### config.mk
export PLATFORM = sky130hd
export DESIGN_NAME = pwm_top
export DESIGN_NICKNAME = d
export VERILOG_FILES = /design/src/pwm_pkg.sv /design/src/pwm_channel.sv /design/src/pwm_clock_tick.sv /design/src/pwm_top.sv
export VERILOG_INCLUDE_DIRS = /design/src
export SDC_FILE = /design/constraint.sdc
export NUM_CORES = 1
export LEC_CHECK = 0
export BUFFER_PORTS_ARGS = -buffer_cell sky130_fd_sc_hd__buf_4
export CORE_MARGIN = 3
export CORE_UTILIZATION = 40
export DETAILED_ROUTE_END_ITERATION = 10
export PLACE_DENSITY = 0.63
export SYNTH_ARGS = -nofsm -noshare
export SYNTH_HDL_FRONTEND = slang
export SYNTH_SLANG_ARGS = --single-unit
### constraint.sdc
create_clock -name hclk -period 4.2 [get_ports hclk]
set_input_delay 0.63 -clock hclk [delete_from_list [all_inputs] [get_ports hclk]]
set_output_delay 0.63 -clock hclk [all_outputs]
set_load 0.01 [all_outputs]
### src/pwm_defines.svh
// constants for the six-channel pulse width modulator
`ifndef PWM_DEFINES_SVH
`define PWM_DEFINES_SVH

// ************************************************************
// register byte offsets
// ************************************************************
`define PWM_OFS_CTRL 12'h000
`define PWM_OFS_UPDATE 12'h004
`define PWM_OFS_STATUS 12'h008
`define PWM_OFS_CH_BASE 12'h010
`define PWM_OFS_CH_STRIDE 12'h008
`define PWM_OFS_CH_LAST 12'h03C

// ************************************************************
// field positions and widths
// ************************************************************
`define PWM_NUM_CH 6
`define PWM_DIV_W 16
`define PWM_CTRL_CLKSEL_BIT 0
`define PWM_CHCFG_EN_BIT 0
`define PWM_CHCFG_SINGLE_BIT 1
`define PWM_CHCFG_INV_BIT 2
`define PWM_CHCFG_SYNC_BIT 3
`define PWM_CH_HIGH_LSB 0
`define PWM_CH_LOW_LSB 16
`define PWM_STATUS_BUSY_LSB 0
`define PWM_STATUS_PEND_LSB 8

// ************************************************************
// reset values
// ************************************************************
`define PWM_RST_DIV 16'h0001
`define PWM_RST_CFG 4'h0
`define PWM_CNT_ONE 16'h0001

`endif

### src/pwm_pkg.sv
// types shared by the pulse width modulator files
`default_nettype none
package pwm_pkg;
    // channel phase state
    typedef enum logic [1:0] {
        PH_IDLE = 2'b00,
        PH_HIGH = 2'b01,
        PH_LOW = 2'b10
    } phase_type;
endpackage : pwm_pkg
`default_nettype wire

### src/pwm_channel.sv
// one pulse width modulator channel: high/low counter and output stage
`include "pwm_defines.svh"
`default_nettype none
module pwm_channel (
    // clock and reset
    input wire logic hclk,
    input wire logic hresetn,
    input wire logic ce,
    // counting tick from the selected clock
    input wire logic tick,
    // active settings
    input wire logic enable,
    input wire logic single,
    input wire logic [`PWM_DIV_W-1:0] high_div,
    input wire logic [`PWM_DIV_W-1:0] low_div,
    // channel state
    output logic wave,
    output logic busy
);
    pwm_pkg::phase_type phase;
    logic [`PWM_DIV_W-1:0] count;

    // divider of zero is treated as one so a phase never vanishes
    function automatic logic [`PWM_DIV_W-1:0] load_of(input logic [`PWM_DIV_W-1:0] d);
        load_of = (d == '0) ? `PWM_CNT_ONE : d;
    endfunction : load_of

    // high phase, then low phase, then repeat
    always_ff @(posedge hclk or negedge hresetn) begin
        if (!hresetn) begin
            phase <= pwm_pkg::PH_IDLE;
            count <= `PWM_CNT_ONE;
        end else if (ce) begin
            if (!enable) begin
                phase <= pwm_pkg::PH_IDLE;
            end else if (tick) begin
                case (phase)
                    pwm_pkg::PH_IDLE: begin
                        phase <= pwm_pkg::PH_HIGH;
                        count <= load_of(high_div);
                    end
                    pwm_pkg::PH_HIGH: begin
                        if (count == `PWM_CNT_ONE) begin
                            phase <= pwm_pkg::PH_LOW;
                            count <= load_of(low_div);
                        end else begin
                            count <= count - `PWM_CNT_ONE;
                        end
                    end
                    pwm_pkg::PH_LOW: begin
                        if (count != `PWM_CNT_ONE) begin
                            count <= count - `PWM_CNT_ONE;
                        // single pulse parks low until re-enabled
                        end else if (single) begin
                            phase <= pwm_pkg::PH_LOW;
                            count <= `PWM_CNT_ONE;
                        end else begin
                            phase <= pwm_pkg::PH_HIGH;
                            count <= load_of(high_div);
                        end
                    end
                    default: begin
                        phase <= pwm_pkg::PH_IDLE;
                    end
                endcase
            end
        end
    end

    // single pulse is finished once the low phase expires; busy drops
    logic done;
    always_ff @(posedge hclk or negedge hresetn) begin
        if (!hresetn) begin
            done <= 1'b0;
        end else if (ce) begin
            if (!enable) begin
                done <= 1'b0;
            end else if (tick && single && phase == pwm_pkg::PH_LOW && count == `PWM_CNT_ONE) begin
                done <= 1'b1;
            end
        end
    end

    assign wave = (phase == pwm_pkg::PH_HIGH);
    assign busy = (phase != pwm_pkg::PH_IDLE) && !done;
endmodule : pwm_channel
`default_nettype wire

### src/pwm_clock_tick.sv
// counting-clock selector: picks the fast or crystal-rate tick
`include "pwm_defines.svh"
`default_nettype none
module pwm_clock_tick (
    // clock and reset
    input wire logic hclk,
    input wire logic hresetn,
    input wire logic ce,
    // candidate clock enables, synchronous to hclk
    input wire logic fast_tick_in,
    input wire logic xtal_tick_in,
    // selection and result
    input wire logic sel_xtal,
    output logic tick
);
    // registered so a selection change never yields a runt tick
    always_ff @(posedge hclk or negedge hresetn) begin
        if (!hresetn) begin
            tick <= 1'b0;
        end else if (ce) begin
            // fast pll tick or crystal-rate tick
            tick <= sel_xtal ? xtal_tick_in : fast_tick_in;
        end
    end
endmodule : pwm_clock_tick
`default_nettype wire

### src/pwm_top.sv
// six-channel pulse width modulator with an ahb-lite register slave
`include "pwm_defines.svh"
`default_nettype none
module pwm_top (
    // clock, reset, enable
    input wire logic hclk,
    input wire logic hresetn,
    input wire logic ce,
    // ahb-lite slave
    input wire logic hsel,
    input wire logic [11:0] haddr,
    input wire logic [1:0] htrans,
    input wire logic hwrite,
    input wire logic [2:0] hsize,
    input wire logic [31:0] hwdata,
    input wire logic hready,
    output logic [31:0] hrdata,
    output logic hreadyout,
    output logic hresp,
    // counting clock sources as enables
    input wire logic fast_tick_in,
    input wire logic xtal_tick_in,
    // pulse outputs
    output logic [`PWM_NUM_CH-1:0] pwm_out
);
    localparam int NCH = `PWM_NUM_CH;
    localparam int DW = `PWM_DIV_W;

    // ************************************************************
    // bus address phase capture
    // ************************************************************
    logic wr_pend;
    logic [11:0] wr_addr;
    logic rd_go;

    // index of the channel register addressed, or NCH when none
    // channel words sit in pairs: divider at the even word, config at the odd
    function automatic logic [3:0] ch_index(input logic [11:0] a);
        logic [11:0] rel;
        rel = a - `PWM_OFS_CH_BASE;
        ch_index = 4'(NCH);
        if (a >= `PWM_OFS_CH_BASE && a <= `PWM_OFS_CH_LAST) begin
            ch_index = rel[6:3];
        end
    endfunction : ch_index

    // true for the configuration word of a channel, false for its divider word
    function automatic logic is_cfg_word(input logic [11:0] a);
        is_cfg_word = a[2];
    endfunction : is_cfg_word

    assign rd_go = hsel && hready && htrans[1] && !hwrite;

    // writes are committed in the data phase when hwdata stands
    // limitation: hsize is not checked, every access is taken as a whole word
    always_ff @(posedge hclk or negedge hresetn) begin
        if (!hresetn) begin
            wr_pend <= 1'b0;
            wr_addr <= 12'h000;
        end else if (ce && hready) begin
            wr_pend <= hsel && htrans[1] && hwrite;
            wr_addr <= haddr;
        end
    end

    // zero wait states, always okay
    // trade-off: no wait states, so a read sees a write only after one idle cycle
    assign hreadyout = 1'b1;
    assign hresp = 1'b0;

    // ************************************************************
    // software settings (shadow) and active copies
    // ************************************************************
    logic clk_sel_xtal;
    logic [DW-1:0] sh_high [NCH];
    logic [DW-1:0] sh_low [NCH];
    logic [NCH-1:0] sh_en;
    logic [NCH-1:0] sh_single;
    logic [NCH-1:0] sh_inv;
    logic [NCH-1:0] sync_grp;
    logic [NCH-1:0] grp_now;
    logic [NCH-1:0] pending;
    logic [DW-1:0] act_high [NCH];
    logic [DW-1:0] act_low [NCH];
    logic [NCH-1:0] act_en;
    logic [NCH-1:0] act_single;
    logic [NCH-1:0] act_inv;
    logic [NCH-1:0] busy;
    logic [NCH-1:0] wave;
    logic [NCH-1:0] upd_req;
    logic [NCH-1:0] wr_ch;
    logic [3:0] wr_idx;
    logic wr_upd;

    assign wr_idx = ch_index(wr_addr);
    assign wr_upd = wr_pend && wr_addr == `PWM_OFS_UPDATE;

    // one-hot decode of the channel written this cycle
    // the index is unique, so at most one channel matches
    always_comb begin
        wr_ch = '0;
        for (int i = 0; i < NCH; i++) begin
            wr_ch[i] = wr_pend && wr_idx == 4'(i);
        end
    end

    // global control: counting clock select
    // crystal-rate tick when set, fast tick otherwise
    always_ff @(posedge hclk or negedge hresetn) begin
        if (!hresetn) begin
            clk_sel_xtal <= 1'b0;
        end else if (ce && wr_pend && wr_addr == `PWM_OFS_CTRL) begin
            clk_sel_xtal <= hwdata[`PWM_CTRL_CLKSEL_BIT];
        end
    end

    // independent high and low dividers per channel
    always_ff @(posedge hclk or negedge hresetn) begin
        if (!hresetn) begin
            for (int i = 0; i < NCH; i++) begin
                sh_high[i] <= `PWM_RST_DIV;
                sh_low[i] <= `PWM_RST_DIV;
            end
            sh_en <= '0;
            sh_single <= '0;
            sh_inv <= '0;
            sync_grp <= '0;
        end else if (ce) begin
            for (int i = 0; i < NCH; i++) begin
                if (wr_ch[i] && !is_cfg_word(wr_addr)) begin
                    sh_high[i] <= hwdata[`PWM_CH_HIGH_LSB +: DW];
                    sh_low[i] <= hwdata[`PWM_CH_LOW_LSB +: DW];
                end
                if (wr_ch[i] && is_cfg_word(wr_addr)) begin
                    sh_en[i] <= hwdata[`PWM_CHCFG_EN_BIT];
                    sh_single[i] <= hwdata[`PWM_CHCFG_SINGLE_BIT];
                    sh_inv[i] <= hwdata[`PWM_CHCFG_INV_BIT];
                    sync_grp[i] <= hwdata[`PWM_CHCFG_SYNC_BIT];
                end
            end
        end
    end

    // a config write carries its own group bit, so a channel that joins
    // a group with this very write already waits for the common update
    always_comb begin
        for (int i = 0; i < NCH; i++) begin
            if (wr_ch[i] && is_cfg_word(wr_addr)) begin
                grp_now[i] = hwdata[`PWM_CHCFG_SYNC_BIT];
            end else begin
                grp_now[i] = sync_grp[i];
            end
        end
    end

    // an independent channel applies on its own write, a grouped one
    // waits for an update write that sets its bit, so group members named in one update switch together
    always_comb begin
        for (int i = 0; i < NCH; i++) begin
            upd_req[i] = (wr_ch[i] && !grp_now[i]) || (wr_upd && hwdata[i] && sync_grp[i]);
        end
    end

    // pending marks settings written but not yet applied in the group
    // software sees which grouped settings still wait for the update
    always_ff @(posedge hclk or negedge hresetn) begin
        if (!hresetn) begin
            pending <= '0;
        end else if (ce) begin
            for (int i = 0; i < NCH; i++) begin
                // a fresh write beats the apply in the same cycle
                if (wr_ch[i] && grp_now[i]) begin
                    pending[i] <= 1'b1;
                end else if (upd_req[i]) begin
                    pending[i] <= 1'b0;
                end
            end
        end
    end

    // the active copy is all that the channel engine sees
    // active copies, loaded one cycle after the request so that the
    // value written in the same cycle is already in the shadow
    logic [NCH-1:0] upd_q;
    always_ff @(posedge hclk or negedge hresetn) begin
        if (!hresetn) begin
            upd_q <= '0;
            for (int i = 0; i < NCH; i++) begin
                act_high[i] <= `PWM_RST_DIV;
                act_low[i] <= `PWM_RST_DIV;
            end
            act_en <= '0;
            act_single <= '0;
            act_inv <= '0;
        end else if (ce) begin
            upd_q <= upd_req;
            for (int i = 0; i < NCH; i++) begin
                if (upd_q[i]) begin
                    act_high[i] <= sh_high[i];
                    act_low[i] <= sh_low[i];
                    act_en[i] <= sh_en[i];
                    act_single[i] <= sh_single[i];
                    act_inv[i] <= sh_inv[i];
                end
            end
        end
    end

    // ************************************************************
    // counting clock and channels
    // ************************************************************
    logic tick;

    pwm_clock_tick u_tick (
        .hclk(hclk),
        .hresetn(hresetn),
        .ce(ce),
        .fast_tick_in(fast_tick_in),
        .xtal_tick_in(xtal_tick_in),
        .sel_xtal(clk_sel_xtal),
        .tick(tick)
    );

    // six independent channel engines
    // all engines share one tick, so grouped channels start on the same edge
    genvar g;
    generate
        for (g = 0; g < NCH; g++) begin : gen_ch
            pwm_channel u_ch (
                .hclk(hclk),
                .hresetn(hresetn),
                .ce(ce),
                .tick(tick),
                .enable(act_en[g]),
                .single(act_single[g]),
                .high_div(act_high[g]),
                .low_div(act_low[g]),
                .wave(wave[g]),
                .busy(busy[g])
            );
        end
    endgenerate

    // invert only the odd member of each pair, registered output
    // even channels ignore the invert bit, so in a pair only the odd channel can be inverted
    always_ff @(posedge hclk or negedge hresetn) begin
        if (!hresetn) begin
            pwm_out <= '0;
        end else if (ce) begin
            for (int i = 0; i < NCH; i++) begin
                pwm_out[i] <= wave[i] ^ (act_inv[i] && (i % 2 == 1));
            end
        end
    end

    // ************************************************************
    // read data
    // ************************************************************
    logic [31:0] next_hrdata;
    logic [3:0] rd_idx;
    assign rd_idx = ch_index(haddr);

    always_comb begin
        next_hrdata = 32'h0000_0000;
        if (haddr == `PWM_OFS_CTRL) begin
            next_hrdata[`PWM_CTRL_CLKSEL_BIT] = clk_sel_xtal;
        end else if (haddr == `PWM_OFS_STATUS) begin
            // busy stays set until a single pulse has finished
            next_hrdata[`PWM_STATUS_BUSY_LSB +: NCH] = busy;
            next_hrdata[`PWM_STATUS_PEND_LSB +: NCH] = pending;
        end else begin
            for (int i = 0; i < NCH; i++) begin
                if (rd_idx == 4'(i) && is_cfg_word(haddr)) begin
                    next_hrdata[`PWM_CHCFG_EN_BIT] = sh_en[i];
                    next_hrdata[`PWM_CHCFG_SINGLE_BIT] = sh_single[i];
                    next_hrdata[`PWM_CHCFG_INV_BIT] = sh_inv[i];
                    next_hrdata[`PWM_CHCFG_SYNC_BIT] = sync_grp[i];
                end else if (rd_idx == 4'(i)) begin
                    next_hrdata[`PWM_CH_HIGH_LSB +: DW] = sh_high[i];
                    next_hrdata[`PWM_CH_LOW_LSB +: DW] = sh_low[i];
                end
            end
        end
    end

    // read data captured at the address phase, stands in the data phase
    // limitation: ce low also freezes the read data although the bus stays ready
    always_ff @(posedge hclk or negedge hresetn) begin
        if (!hresetn) begin
            hrdata <= 32'h0000_0000;
        end else if (ce && rd_go) begin
            hrdata <= next_hrdata;
        end
    end
endmodule : pwm_top
`default_nettype wire

==> flow_summary.yaml <==
outcome:
  status: "complete, no violations"
clock_tree:
  cts_resized: 0
  clockBufferDepth: 3
  clk_pin_slew_ns: 0.06
  numCtsBuffers: 68
  worstSkewPairLatency_ns: 0.63
  cts_tree: "done"
  cts_hold_buf: 0
  clock_sinks: 602
  post_cts_buffers: 0
  root_buffer: "clkbuf_16"
  htreeDepth: 3
logic_synthesis:
  netlist_area_mm2: 0.02946
  synth_edf_count: 0
  synth_seq_cells: 602
  synth_cell_types: 93
  synth_async_sr_flop_share: 1.000
  synthFlopType: "dfrtp_1"
  synth_nets: 2678
  synth_top_cell_area_share: 0.4858
  syn_avg_cell_area_um2: 11.43
  ys_seq_area_frac: 0.5126
  synth.area.top_cells: "dfrtp_1 49%, mux2_2 17%, dfstp_2 2.7%, nand2_1 2.2%, a21oi_1 2.1%"
  synth_top_area_cell: "dfrtp_1"
  syn_inst: 2578
  synth_warnings: 0
drt:
  top_layer: "met5"
  dr.pass1.iters: 6
  wl_per_cell_um: 27.33
  dr_wl_met3_mm: 8.234
  first_iter_violations: 2396
  vias_per_cell: 6.244
  wl_met2_mm: 44.36
  postRouteAntennaNets: 0
  drt-met1-wl_mm: 44.82
  wirelength_mm: 100.3
  vias: 22930
  drc: 0
critical_path:
  critPathMaxFanout: 32
  r2r_cells: 9
  crit_slowest_cell: "nor4bb_1"
  critPathLaunch: "wr_addr[4]"
  r2r_slack_ns: 0.73
  r2r_start: "wr_addr[4]"
  cp_slowest_stage_delay_ns: 0.48
  critical_path_class: "reg2reg"
  worstReg2RegEnd: "sh_low[33]"
  worstPathCellList: "inv_1, ha_1, nor4bb_1, and4b_1, o2111ai_1, or2_2, nor2_4, buf_4, mux2_2"
  cp-endpoint: "sh_low[33]"
  required_ns: 4.69
  endpoint_kind: "register"
  startpoint_type: "register"
  critPathArrivalTime_ns: 3.96
die:
  io_pins: 97
  fp.dieH_um: 277.4
  coreArea_mm2: 0.07222
  die-area_mm2: 0.07695
  rows: 98
  die_w_um: 277.4
  initial_utilization: 0.4080
global_route:
  grt_max_degree: 102
  antenna_found_initial: 5
  grt_pass1_vias: 22460
  grt-ovfl-total: 0
  globalRouteTotalUtil: 0.2557
  grt_pass1_wl_mm: 149.7
sta:
  setup_slack_ns: 0.7296
  report.final.slew_viol_count: 0
  slew_headroom: 0.1410
  tightest_slew_ns: 1.288
  final.period_utilization: 0.8263
  hold_violations: 0
  period_minus_slack_ns: 3.470
  setup_viol: 0
  max_freq_mhz: 288.2
  fin_skew_ns: 0.02802
  rsz0062_at_grt: "no"
  final.setup.tns_ns: 0
placement:
  globalplace.congestion: 0.9434
  dp_slack_ns: 0.7762
  hpwl_mm: 73.59
  port_buffers: 90
job:
  maxCapViolCount: 0
finish:
  final_cell_mix: "572 x dfrtp_1, 437 x mux2_2, 172 x nand2_1"
  layout_commonest_cell: "dfrtp_1"
  nNetsFinal: 2766
  drive_gt1_frac: 0.2836
  area.growth.synth_to_final_pct: 14.61
pwr:
  peakVddDrop_uv: 275.3
  power.leakage_nw: 15.77
  p_per_area_mw_per_mm2: 378.1
hold_path:
  hp-class: "in2async"
power breakdown:
group / switching (mW) / total [mW] / internal (mW)
sequential: 0.0584 / 5.91 / 5.85
combinational: 0.371 / 0.520 / 0.149
clock: 2.51 / 6.34 / 3.84
total: 2.94 / 12.8 / 9.83
logic make-up after synthesis:
kind of cell,synth area share
AO/OA/AOI/OAI,0.1243
XOR/XNOR,0.01427
adder cells (fa/ha/maj),0.01826
buffers and inverters,0.02684
flip-flops,0.5126
multiplexers,0.1835
other,0.0002549
AND/OR/NAND/NOR,0.1201
per-layer routing:
metal / vias to the layer above / track usage
met5: - / 0
met4: 2 / 0.07637
met3: 158 / 0.04595
met2: 974 / 0.3825
met1: 11940 / 0.3777
li1: 9851 / -
critical path, delay by kind of cell (launching register included):
kind,cells,cell delay [ns]
fa+ha+maj,1,0.23
buf+inv,2,0.54
compound gates,1,0.31
simple gates,4,1.36
flops,1,0.45
mux,1,0.40
per-stage QoR:
step	hold WS, ns	area, um^2	power (mW)	utilization	std cells
after floorplan	0.3344	29460	6.138	-	2578
after global placement	0.4875	31390	6.524	0.4347	3546
after detailed placement	0.4950	31390	6.535	0.4347	3546
after CTS	0.1029	33760	12.85	0.4674	3669
after global routing	0.1130	33760	13.11	0.4674	3669
final	0.08619	33770	12.77	0.4676	3672
cells in the mapped netlist (28+ instances only):
library cell	count
ha_1	43
nand2_1	172
mux2_2	437
a21oi_1	123
nor4_1	76
dfstp_2	30
dfrtp_1	572
nor2_1	145
o22ai_1	28
inv_1	54
o21ai_0	102
clkbuf_1	106
xor2_1	33
mux2i_1	38
a22oi_1	34
nand3_1	58
nor3_1	53
cell type report:
| cell class | count | area [um^2] |
|---|---|---|
| Timing Repair Buffer | 156 | 1266 |
| Clock inverter | 22 | 346.6 |
| Fill cell | 6529 | 38450 |
| Inverter | 56 | 210.2 |
| Multi-Input combinational cell | 1782 | 13630 |
| Tap cell | 950 | 1189 |
| Antenna cell | 3 | 7.507 |
| Sequential cell | 602 | 15100 |
| Clock buffer | 101 | 2019 |
flip-flops by register name, summed over array words and instances (netlist names), 3 cells and up:
register           flops
sh_single              6
gen_ch.u_ch.phase     12
gen_ch.u_ch.done       6
pwm_out                6
act_single             6
sh_high               96
gen_ch.u_ch.count     96
sh_en                  6
sh_low                96
pending                6
act_low               96
upd_q                  6
wr_addr               12
sh_inv                 6
sync_grp               6
act_en                 6
hrdata                32
act_high              96
act_inv                3
worst min path at each step:
| stage | to | slack (ns) | cells past startpoint |
|---|---|---|---|
| after floorplan | act_en[0] | 0.33 | 0 |
| after global placement | wr_addr[8] | 0.49 | 1 |
| after detailed placement | wr_addr[7] | 0.50 | 1 |
| after CTS | pending[1] | 0.10 | 1 |
| after global routing | sh_en[5] | 0.11 | 1 |
| final | sh_en[5] | 0.09 | 1 |
Note: power is estimated with default switching activity, not from simulation.
